## config.mk

```make
export PLATFORM = sky130hd
export DESIGN_NAME = atcc_top
export DESIGN_NICKNAME = d
export VERILOG_FILES = /design/src/verilog/atcc_pkg.sv /design/src/verilog/atcc_top.sv /design/src/verilog/atcc_rate_timer.sv
export SDC_FILE = /design/constraint.sdc
export NUM_CORES = 1
export LEC_CHECK = 0
export BUFFER_PORTS_ARGS = -buffer_cell sky130_fd_sc_hd__buf_4
export CAP_MARGIN = 20
export CORE_UTILIZATION = 55
export DETAILED_ROUTE_END_ITERATION = 16
export PLACE_DENSITY_LB_ADDON = 0.08
export SLEW_MARGIN = 0
export SYNTH_ARGS = -nofsm -noshare
export SYNTH_HDL_FRONTEND = slang
export SYNTH_SLANG_ARGS = --single-unit
```

## constraint.sdc

```tcl
create_clock -name clock_i -period 2.4 [get_ports clock_i]
set_input_delay 0.24 -clock clock_i [delete_from_list [all_inputs] [get_ports clock_i]]
set_output_delay 0.24 -clock clock_i [all_outputs]
set_load 0.02 [all_outputs]
```

## src/verilog/atcc_pkg.sv

```systemverilog
package atcc_pkg;
   localparam logic [7:0] ATCC_TRIG_CTRL_ADDR = 8'h33;
   localparam logic [7:0] ATCC_CMPA_CTRL_ADDR = 8'h34;
   localparam logic [7:0] ATCC_REG_RESET      = 8'h00;
   localparam int ATCC_TRIG_BIT_POS  = 0;
   localparam int ATCC_SRC_LSB       = 1;
   localparam int ATCC_CH_LSB        = 3;
   localparam int ATCC_PAT_LSB       = 6;
   localparam int ATCC_CMPA_EDGE_POS = 7;
   localparam logic [1:0] ATCC_SRC_OFF   = 2'h0;
   localparam logic [1:0] ATCC_SRC_SOFT  = 2'h1;
   localparam logic [1:0] ATCC_SRC_SLEEP = 2'h2;
   localparam logic [1:0] ATCC_SRC_AUTO  = 2'h3;
   localparam logic [1:0] ATCC_PAT_SINGLE = 2'h0;
   localparam logic [1:0] ATCC_PAT_REPEAT = 2'h1;
   localparam logic [1:0] ATCC_PAT_SCAN   = 2'h2;
   localparam logic [1:0] ATCC_PAT_ACPWR  = 2'h3;
   localparam logic [2:0] ATCC_CH_LAST    = 3'h6;
   localparam logic [3:0] ATCC_SEQ_LEN    = 4'h8;
   localparam int ATCC_CLK_HZ = 10_000_000;
   // Repeat periods in microseconds.
   localparam int ATCC_RATE0_US = 500;
   localparam int ATCC_RATE1_US = 1000;
   localparam int ATCC_RATE2_US = 2000;
   localparam int ATCC_RATE3_US = 10000;
   localparam int ATCC_RATE0_CYC = ATCC_RATE0_US * (ATCC_CLK_HZ / 1_000_000);
   localparam int ATCC_RATE1_CYC = ATCC_RATE1_US * (ATCC_CLK_HZ / 1_000_000);
   localparam int ATCC_RATE2_CYC = ATCC_RATE2_US * (ATCC_CLK_HZ / 1_000_000);
   localparam int ATCC_RATE3_CYC = ATCC_RATE3_US * (ATCC_CLK_HZ / 1_000_000);
   typedef enum logic [2:0] {
      ATCC_IDLE = 3'b001,
      ATCC_REQ  = 3'b010,
      ATCC_WAIT = 3'b100
   } atcc_state_t;
endpackage : atcc_pkg

```

## src/verilog/atcc_top.sv

```systemverilog
`timescale 1ns/10ps
`default_nettype none
module atcc_top
   import atcc_pkg::*;
#(
   parameter int RATE0_CYC = atcc_pkg::ATCC_RATE0_CYC,
   parameter int RATE1_CYC = atcc_pkg::ATCC_RATE1_CYC,
   parameter int RATE2_CYC = atcc_pkg::ATCC_RATE2_CYC,
   parameter int RATE3_CYC = atcc_pkg::ATCC_RATE3_CYC
) (
   // Clock and reset
   input  wire logic       clock_i,
   input  wire logic       arst_n_i,
   // Register bank port
   input  wire logic [7:0] reg_addr_i,
   input  wire logic       reg_wr_i,
   input  wire logic [7:0] reg_wdata_i,
   output logic [7:0]      reg_rdata_o,
   // Repeat rate from the neighbouring control register
   input  wire logic [1:0] auto_repeat_rate_i,
   // Sleep pin, high while asleep
   input  wire logic       sleep_input_pin_i,
   // Converter handshake
   output logic            conv_start_o,
   output logic [2:0]      conv_channel_o,
   output logic [1:0]      conv_pattern_o,
   output logic [2:0]      conv_step_o,
   output logic            conv_busy_o,
   input  wire logic       conv_done_i,
   // Comparator A
   input  wire logic       compare_a_out_i,
   output logic [6:0]      compare_a_count_o
);
   typedef struct packed {
      atcc_state_t state;
      logic [1:0]  pattern_sel;
      logic [2:0]  channel_sel;
      logic [1:0]  source_sel;
      logic        trig_bit;
      logic        edge_sel;
      logic [6:0]  cmpa_count;
      logic        cmpa_run;
      logic        cmpa_prev;
      logic        sleep_prev;
      logic [3:0]  step;
      logic [2:0]  cur_ch;
      logic        start;
   } atcc_st_t;
   atcc_st_t st_reg;
   atcc_st_t st_next;
   logic     auto_tick;
   logic     begin_seq;

   // Maps a channel code to the converted channel.
   function automatic logic [2:0] chan_map(input logic [2:0] code);
      chan_map = (code > ATCC_CH_LAST) ? ATCC_CH_LAST : code;
   endfunction : chan_map

   atcc_rate_timer #(
      .RATE0_CYC (RATE0_CYC),
      .RATE1_CYC (RATE1_CYC),
      .RATE2_CYC (RATE2_CYC),
      .RATE3_CYC (RATE3_CYC)
   ) u_timer (
      .clock_i  (clock_i),
      .arst_n_i (arst_n_i),
      .run_i    (st_reg.source_sel == ATCC_SRC_AUTO),
      .rate_i   (auto_repeat_rate_i),
      .tick_o   (auto_tick)
   );

   always_comb begin
      st_next = st_reg;
      st_next.start = 1'b0;
      st_next.sleep_prev = sleep_input_pin_i;
      st_next.cmpa_prev  = compare_a_out_i;
      begin_seq = 1'b0;
      case (st_reg.source_sel)
         ATCC_SRC_SOFT:  begin_seq = st_reg.trig_bit;
         ATCC_SRC_SLEEP: begin_seq = st_reg.sleep_prev && !sleep_input_pin_i;
         ATCC_SRC_AUTO:  begin_seq = auto_tick;
         default:        begin_seq = 1'b0;
      endcase
      if (reg_wr_i && reg_addr_i == ATCC_TRIG_CTRL_ADDR) begin
         st_next.trig_bit    = reg_wdata_i[ATCC_TRIG_BIT_POS];
         st_next.source_sel  = reg_wdata_i[ATCC_SRC_LSB +: 2];
         st_next.channel_sel = reg_wdata_i[ATCC_CH_LSB +: 3];
         st_next.pattern_sel = reg_wdata_i[ATCC_PAT_LSB +: 2];
      end
      if (reg_wr_i && reg_addr_i == ATCC_CMPA_CTRL_ADDR) begin
         st_next.edge_sel = reg_wdata_i[ATCC_CMPA_EDGE_POS];
      end
      case (st_reg.state)
         ATCC_IDLE: begin
            if (begin_seq) begin
               st_next.step   = 4'h0;
               st_next.cur_ch = (st_reg.pattern_sel == ATCC_PAT_SINGLE ||
                                 st_reg.pattern_sel == ATCC_PAT_REPEAT) ?
                                chan_map(st_reg.channel_sel) : 3'h0;
               st_next.start  = 1'b1;
               st_next.state  = ATCC_WAIT;
            end
         end
         ATCC_REQ: begin
            st_next.start = 1'b1;
            st_next.state = ATCC_WAIT;
         end
         ATCC_WAIT: begin
            if (conv_done_i) begin
               if (st_reg.pattern_sel == ATCC_PAT_SINGLE ||
                   st_reg.step == ATCC_SEQ_LEN - 4'h1) begin
                  st_next.state = ATCC_IDLE;
                  // A trigger written in the same cycle wins over the clear.
                  // self clear
                  if (st_reg.source_sel == ATCC_SRC_SOFT &&
                      !(reg_wr_i && reg_addr_i == ATCC_TRIG_CTRL_ADDR)) begin
                     st_next.trig_bit = 1'b0;
                  end
               end else begin
                  st_next.step  = st_reg.step + 4'h1;
                  if (st_reg.pattern_sel != ATCC_PAT_REPEAT) begin
                     st_next.cur_ch = st_reg.cur_ch + 3'h1;
                  end
                  st_next.state = ATCC_REQ;
               end
            end
         end
         default: st_next.state = ATCC_IDLE;
      endcase
      if (!st_reg.cmpa_run) begin
         if (st_reg.edge_sel ? (!st_reg.cmpa_prev && compare_a_out_i)
                             : (st_reg.cmpa_prev && !compare_a_out_i)) begin
            st_next.cmpa_run   = 1'b1;
            st_next.cmpa_count = 7'h00;
         end
      end else if (st_reg.cmpa_count == 7'h7F) begin
         st_next.cmpa_run = 1'b0;
      end else begin
         st_next.cmpa_count = st_reg.cmpa_count + 7'h01;
      end
   end

   always_ff @(posedge clock_i or negedge arst_n_i) begin
      if (!arst_n_i) begin
         st_reg       <= '0;
         st_reg.state <= ATCC_IDLE;
      end else begin
         st_reg <= st_next;
      end
   end

   // Read data is combinational on the address so a read needs no strobe.
   always_comb begin
      case (reg_addr_i)
         ATCC_TRIG_CTRL_ADDR:
            reg_rdata_o = {st_reg.pattern_sel, st_reg.channel_sel,
                           st_reg.source_sel, st_reg.trig_bit};
         ATCC_CMPA_CTRL_ADDR:
            reg_rdata_o = {st_reg.edge_sel, st_reg.cmpa_count};
         default:
            reg_rdata_o = ATCC_REG_RESET;
      endcase
   end

   assign conv_start_o      = st_reg.start;
   assign conv_channel_o    = st_reg.cur_ch;
   assign conv_pattern_o    = st_reg.pattern_sel;
   assign conv_step_o       = st_reg.step[2:0];
   assign conv_busy_o       = (st_reg.state != ATCC_IDLE);
   assign compare_a_count_o = st_reg.cmpa_count;
endmodule : atcc_top
`default_nettype wire

```

## src/verilog/atcc_rate_timer.sv

```systemverilog
`timescale 1ns/10ps
`default_nettype none
module atcc_rate_timer
   import atcc_pkg::*;
#(
   parameter int RATE0_CYC = ATCC_RATE0_CYC,
   parameter int RATE1_CYC = ATCC_RATE1_CYC,
   parameter int RATE2_CYC = ATCC_RATE2_CYC,
   parameter int RATE3_CYC = ATCC_RATE3_CYC
) (
   // Clock and reset
   input  wire logic       clock_i,
   input  wire logic       arst_n_i,
   // Control
   input  wire logic       run_i,
   input  wire logic [1:0] rate_i,
   // Tick
   output logic            tick_o
);
   typedef struct packed {
      logic [19:0] count;
      logic        tick;
   } atcc_tmr_t;
   atcc_tmr_t st_reg;
   atcc_tmr_t st_next;
   logic [19:0] period;

   // Auto repeat rate.
   // period select
   always_comb begin
      case (rate_i)
         2'h0:    period = 20'(RATE0_CYC);
         2'h1:    period = 20'(RATE1_CYC);
         2'h2:    period = 20'(RATE2_CYC);
         default: period = 20'(RATE3_CYC);
      endcase
   end

   always_comb begin
      st_next = st_reg;
      st_next.tick = 1'b0;
      if (!run_i) begin
         st_next.count = 20'h0_0000;
      end else if (st_reg.count >= period - 20'h0_0001) begin
         st_next.count = 20'h0_0000;
         st_next.tick  = 1'b1;
      end else begin
         st_next.count = st_reg.count + 20'h0_0001;
      end
   end

   always_ff @(posedge clock_i or negedge arst_n_i) begin
      if (!arst_n_i) begin
         st_reg <= '0;
      end else begin
         st_reg <= st_next;
      end
   end

   assign tick_o = st_reg.tick;
endmodule : atcc_rate_timer
`default_nettype wire

```

* After elaboration in Yosys (flattened, before gate mapping)
Index checks and enable logic that the tools add are counted.
** Storage, ports and cells
- Memories :: 0
- Memory bits (read-only) :: 0
- RAM bits :: 0
- Input bits :: 24
- Flip-flop bits (word level) :: 51
- Bits in latches :: 0
** Cells by class
- Order comparisons :: 2
- Add/subtract/negate cells :: 5
- Multiplexer cells :: 29
- Shifts and indexed selects :: 0
- Reductions and logical operators :: 20
- Equal/unequal tests :: 20
- Div/mod/pow operators :: 0
- Bitwise gates (word level) :: 0
- Multiply operators :: 0
** Operators with widths (count)
- $pmux W17 S3 :: 1
- $mux W20 :: 2
- $mux W8 :: 3
- $mux W7 :: 3
- $add A20 B1 Y20 const B :: 1
- $ge A20 B20 Y1 :: 1
- $sub A17 B1 Y18 const B :: 1
- $eq A8 B6 Y1 const B :: 2
- $pmux W8 S2 :: 1
- $mux W3 :: 5
- $pmux W7 S2 :: 1
- $ne A2 B2 Y1 const B :: 5
- $mux W1 :: 9
- $pmux W3 S3 :: 1
- $add A7 B1 Y7 const B :: 1
- $eq A7 B7 Y1 const B :: 1
- $eq A2 B1 Y1 const B :: 3
- $eq A2 B2 Y1 const B :: 3
- $logic_and A1 B1 Y1 :: 6
- $reduce_and A5 Y1 :: 1
- $add A4 B1 Y4 const B :: 1
- $eq A4 B3 Y1 const B :: 1
- $logic_not A1 Y1 :: 4
- $logic_not A2 Y1 :: 2
- 14 further kinds :: 17

* Longest topological paths before layout
- Depth after elaboration :: 8
- Mapped depth :: 12
- Mapped depth without buffers :: 10

* Cells and area by module
A second synthesis with hierarchy kept.
** Second synthesis, totals
- Cells, all modules :: 310
- Area, all modules :: 3184.3 sq um
** By module, submodules not included
- atcc_top :: sequential area each 752.0 sq um, times used 1, area an instance 1700.4 sq um, cells an instance 159
- atcc_rate_timer :: sequential area each 525.5 sq um, times used 1, area an instance 1483.9 sq um, cells an instance 151

* Worst setup path before layout
OpenSTA, ideal clock, no wires.
- Path kind :: input to register
- Start point :: input auto_repeat_rate_i[1]
- End point :: register u_timer.st_reg[10] (netlist name)
- Path buffers :: 2
- Data required time :: 2.299 ns
- Slack :: 0.024 ns
- Arrival :: 2.275 ns
- Stages :: 11
- Path through :: inv_1 > ha_1 > nor2_1 > xor2_1 > ha_1 > a211oi_1 > nor2_1 > o311a_1 > buf_2 > clkbuf_1 > nor4_1
** RTL lines
- start: declaration :: line atcc_top.sv:20 : input wire logic [1:0] auto_repeat_rate_i,
- end signal: assignment :: line atcc_rate_timer.sv:56 : st_reg <= st_next;
- end: declaration :: line atcc_rate_timer.sv:24 : atcc_tmr_t st_reg;

==> metrics.yaml <==
core_um2: 5540
maxCapViolCount: 0
hold_viol: 0
dpl_worst_slack_ns: -0.2295
ys_warn_count: 0
wire_per_inst_um: 15.66
die_w_um: 78.18
ys_top_cells_by_area: "dfrtp_1 (39%), ha_1 (9.4%), buf_4 (3.5%)"
final_cell_area_um2: 3724
synth_top_area_cell: "dfrtp_1"
dp_hpwl_um: 5160
gp_congestion: 0.7938
fin_crit_ns: 2.210
cts_buffer_depth: 2
setup_viol: 0
drt_iter0_markers: 117
fp-row-count: 27
crit_family: "compound AO/OA/AOI/OAI gates"
clock-sinks: 51
worstMarginPinSlew_ns: 0.6510
slowest_delay_ns: 0.35
worst_ep_required_time_ns: 2.61
num-nets-final: 415
max_slew_margin_pct: 56.60
path_cells: "buf_4 > inv_1 > ha_1 > nor2_2 > xor2_2 > ha_1 > a211oi_2 > nor2_1 > o311a_1 > buf_4 > o311a_1"
place_area_um2: 3597
async_flop_share_pct: 100.0
syn_inst: 319
grt_pass1_wl_um: 11690
r2r_start: "u_timer.st_reg[6]"
netlist.area_leader.share_pct: 39.20
htree_levels: 2
peakVddDrop_mv: 0.5064
leakage_uw: 0.001711
grt_max_degree: 52
cts_setup_buffers: 0
wirelength_um: 6889
yosysUniqueCellTypes: 53
cts_buffers: 5
grt_pass1_vias: 2506
synth_seq_area_share_pct: 40.02
postRouteAntennaNets: 0
fin_skew_ns: 0.003318
ys_ff_latch: 51
initial_utilization_pct: 57.61
synth_top_flop_cell: "dfrtp_1"
outcome: "finished clean"
maxSlewViolCount: 0
antenna_cells: 0
critical_path.startpoint: "auto_repeat_rate_i[1]"
drt_pass1_iterations: 4
setup_ws_ns: 0.1904
cts_tree: "built"
utilization_pct: 67.21
port_buffers: 48
synth_edf_count: 0
rsz0062_at_grt: "false"
synthToLayoutAreaGrowth_pct: 16.66
syn_area_per_cell_um2: 10.01
grt_overflow: 0
via_per_inst: 5.886
slowest_stage: "o311a_1"
insertion_delay_ns: 0.31
cts_root_buf: "clkbuf_8"
pwr_density_cell_nw_per_um2: 563.2
die_height_um: 78.18
arrival_ns: 2.42
drc: 0
crit_type: "input pin to register"
max_freq_mhz: 452.6
worst-path-buf-inv: 3
track_usage_pct: 24.48
end_kind: "register"
hp-class: "input pin to register"
antenna_found_initial: 0
die_area_um2: 6112
layout-drive-gt1-share_pct: 26.09
period_share_pct: 92.06
io_pins: 49
worstPathMaxFanout: 7
netlist_area_um2: 3192
critPathLaunchType: "input pin"
hold_start: "sleep_input_pin_i"
via_count: 2590
cts.reportedPaths.clkPinSlew_ns: 0.10
largest_register_ffs: 20
## layout by cell type, fill, tap and decap left out, drive strengths merged, types with 6 or more instances in the layout
cell	netlist	layout
a21oi	10	10
a22o	12	12
buf	17	60
dfrtp	50	50
ha	24	24
inv	17	18
mux2	10	10
nand2	20	20
nand3	12	12
nand4	9	9
nor2	15	15
nor3	7	7
nor4	21	21
o21ai	10	10
or3	6	6
xnor2	11	11
## layer usage
metal / up-vias / wire length (um) / GRT usage, %
met3: 4 / 241 / 4.767
li1: 1267 / - / -
met4: 0 / 53 / 7.963
met1: 1261 / 3078 / 32.09
met2: 58 / 3517 / 40.61
met5: - / 0 / 0
## path summary, 6_finish.rpt
path	cells after the start	slack [ns]	end
worst min-delay path	1	0.05	st_reg[8]
max in group asynchronous	2	1.48	u_timer.st_reg[3]
min in group asynchronous	2	0.48	conv_start_o
worst min register to register	1	0.48	st_reg[7]
worst max-delay path	11	0.19	u_timer.tick_o
worst max register to register	6	0.33	u_timer.tick_o
## per-stage QoR
step / power [uW] / cells / hold slack (ns) / TNS, ns
2_1_floorplan: 1435 / 321 / -0.05559 / 0
3_3_place_gp: 1569 / 431 / 0.3092 / 0
3_5_place_dp: 1589 / 431 / 0.3146 / -2.916
4_1_cts: 2110 / 440 / 0.03242 / 0
5_1_grt: 2214 / 440 / 0.03338 / 0
6_report: 2097 / 440 / 0.04715 / 0
## cells by family after synthesis
family                   synth area share (%)
adder cells (fa/ha/maj)                 9.408
other                                  0.2353
XOR/XNOR                                3.842
buffers and inverters                   6.468
AO/OA/AOI/OAI                           14.39
AND/OR/NAND/NOR                         21.48
flip-flops                              40.02
multiplexers                            4.155
## what timing repair did
item                       CTS  global route
gates resized for setup      0             5
hold buffers                 1             0
hold endpoints to repair    50             0
setup endpoints to repair    0            18
## layout make-up
class	count	area, um2
fill	463	1817
multi-input combinational	231	1739
sequential	51	1277
timing repair buffer	61	460.4
tap	72	90.09
clock buffer	5	68.82
inverter	17	63.81
clock inverter	3	23.77
## cell usage after synthesis, types with 7 or more instances
library cell	instances
nand4_1	9
a21oi_1	10
buf_4	15
mux2_2	10
o21ai_0	10
dfrtp_1	50
nor2_1	15
nand3_1	10
nand2_1	19
nor4_1	18
nor3_1	7
inv_1	17
a22o_1	12
ha_1	24
xnor2_1	11
## report_power, final
group / leakage, uW / switching [uW] / total [uW] / internal [uW]
registers: 0.000681 / 135 / 1080 / 942
clock network: 0.0000408 / 312 / 521 / 209
logic: 0.000990 / 262 / 500 / 238
total: 0.00171 / 708 / 2100 / 1390
No activity file was read; power rests on OpenSTA's default activity.
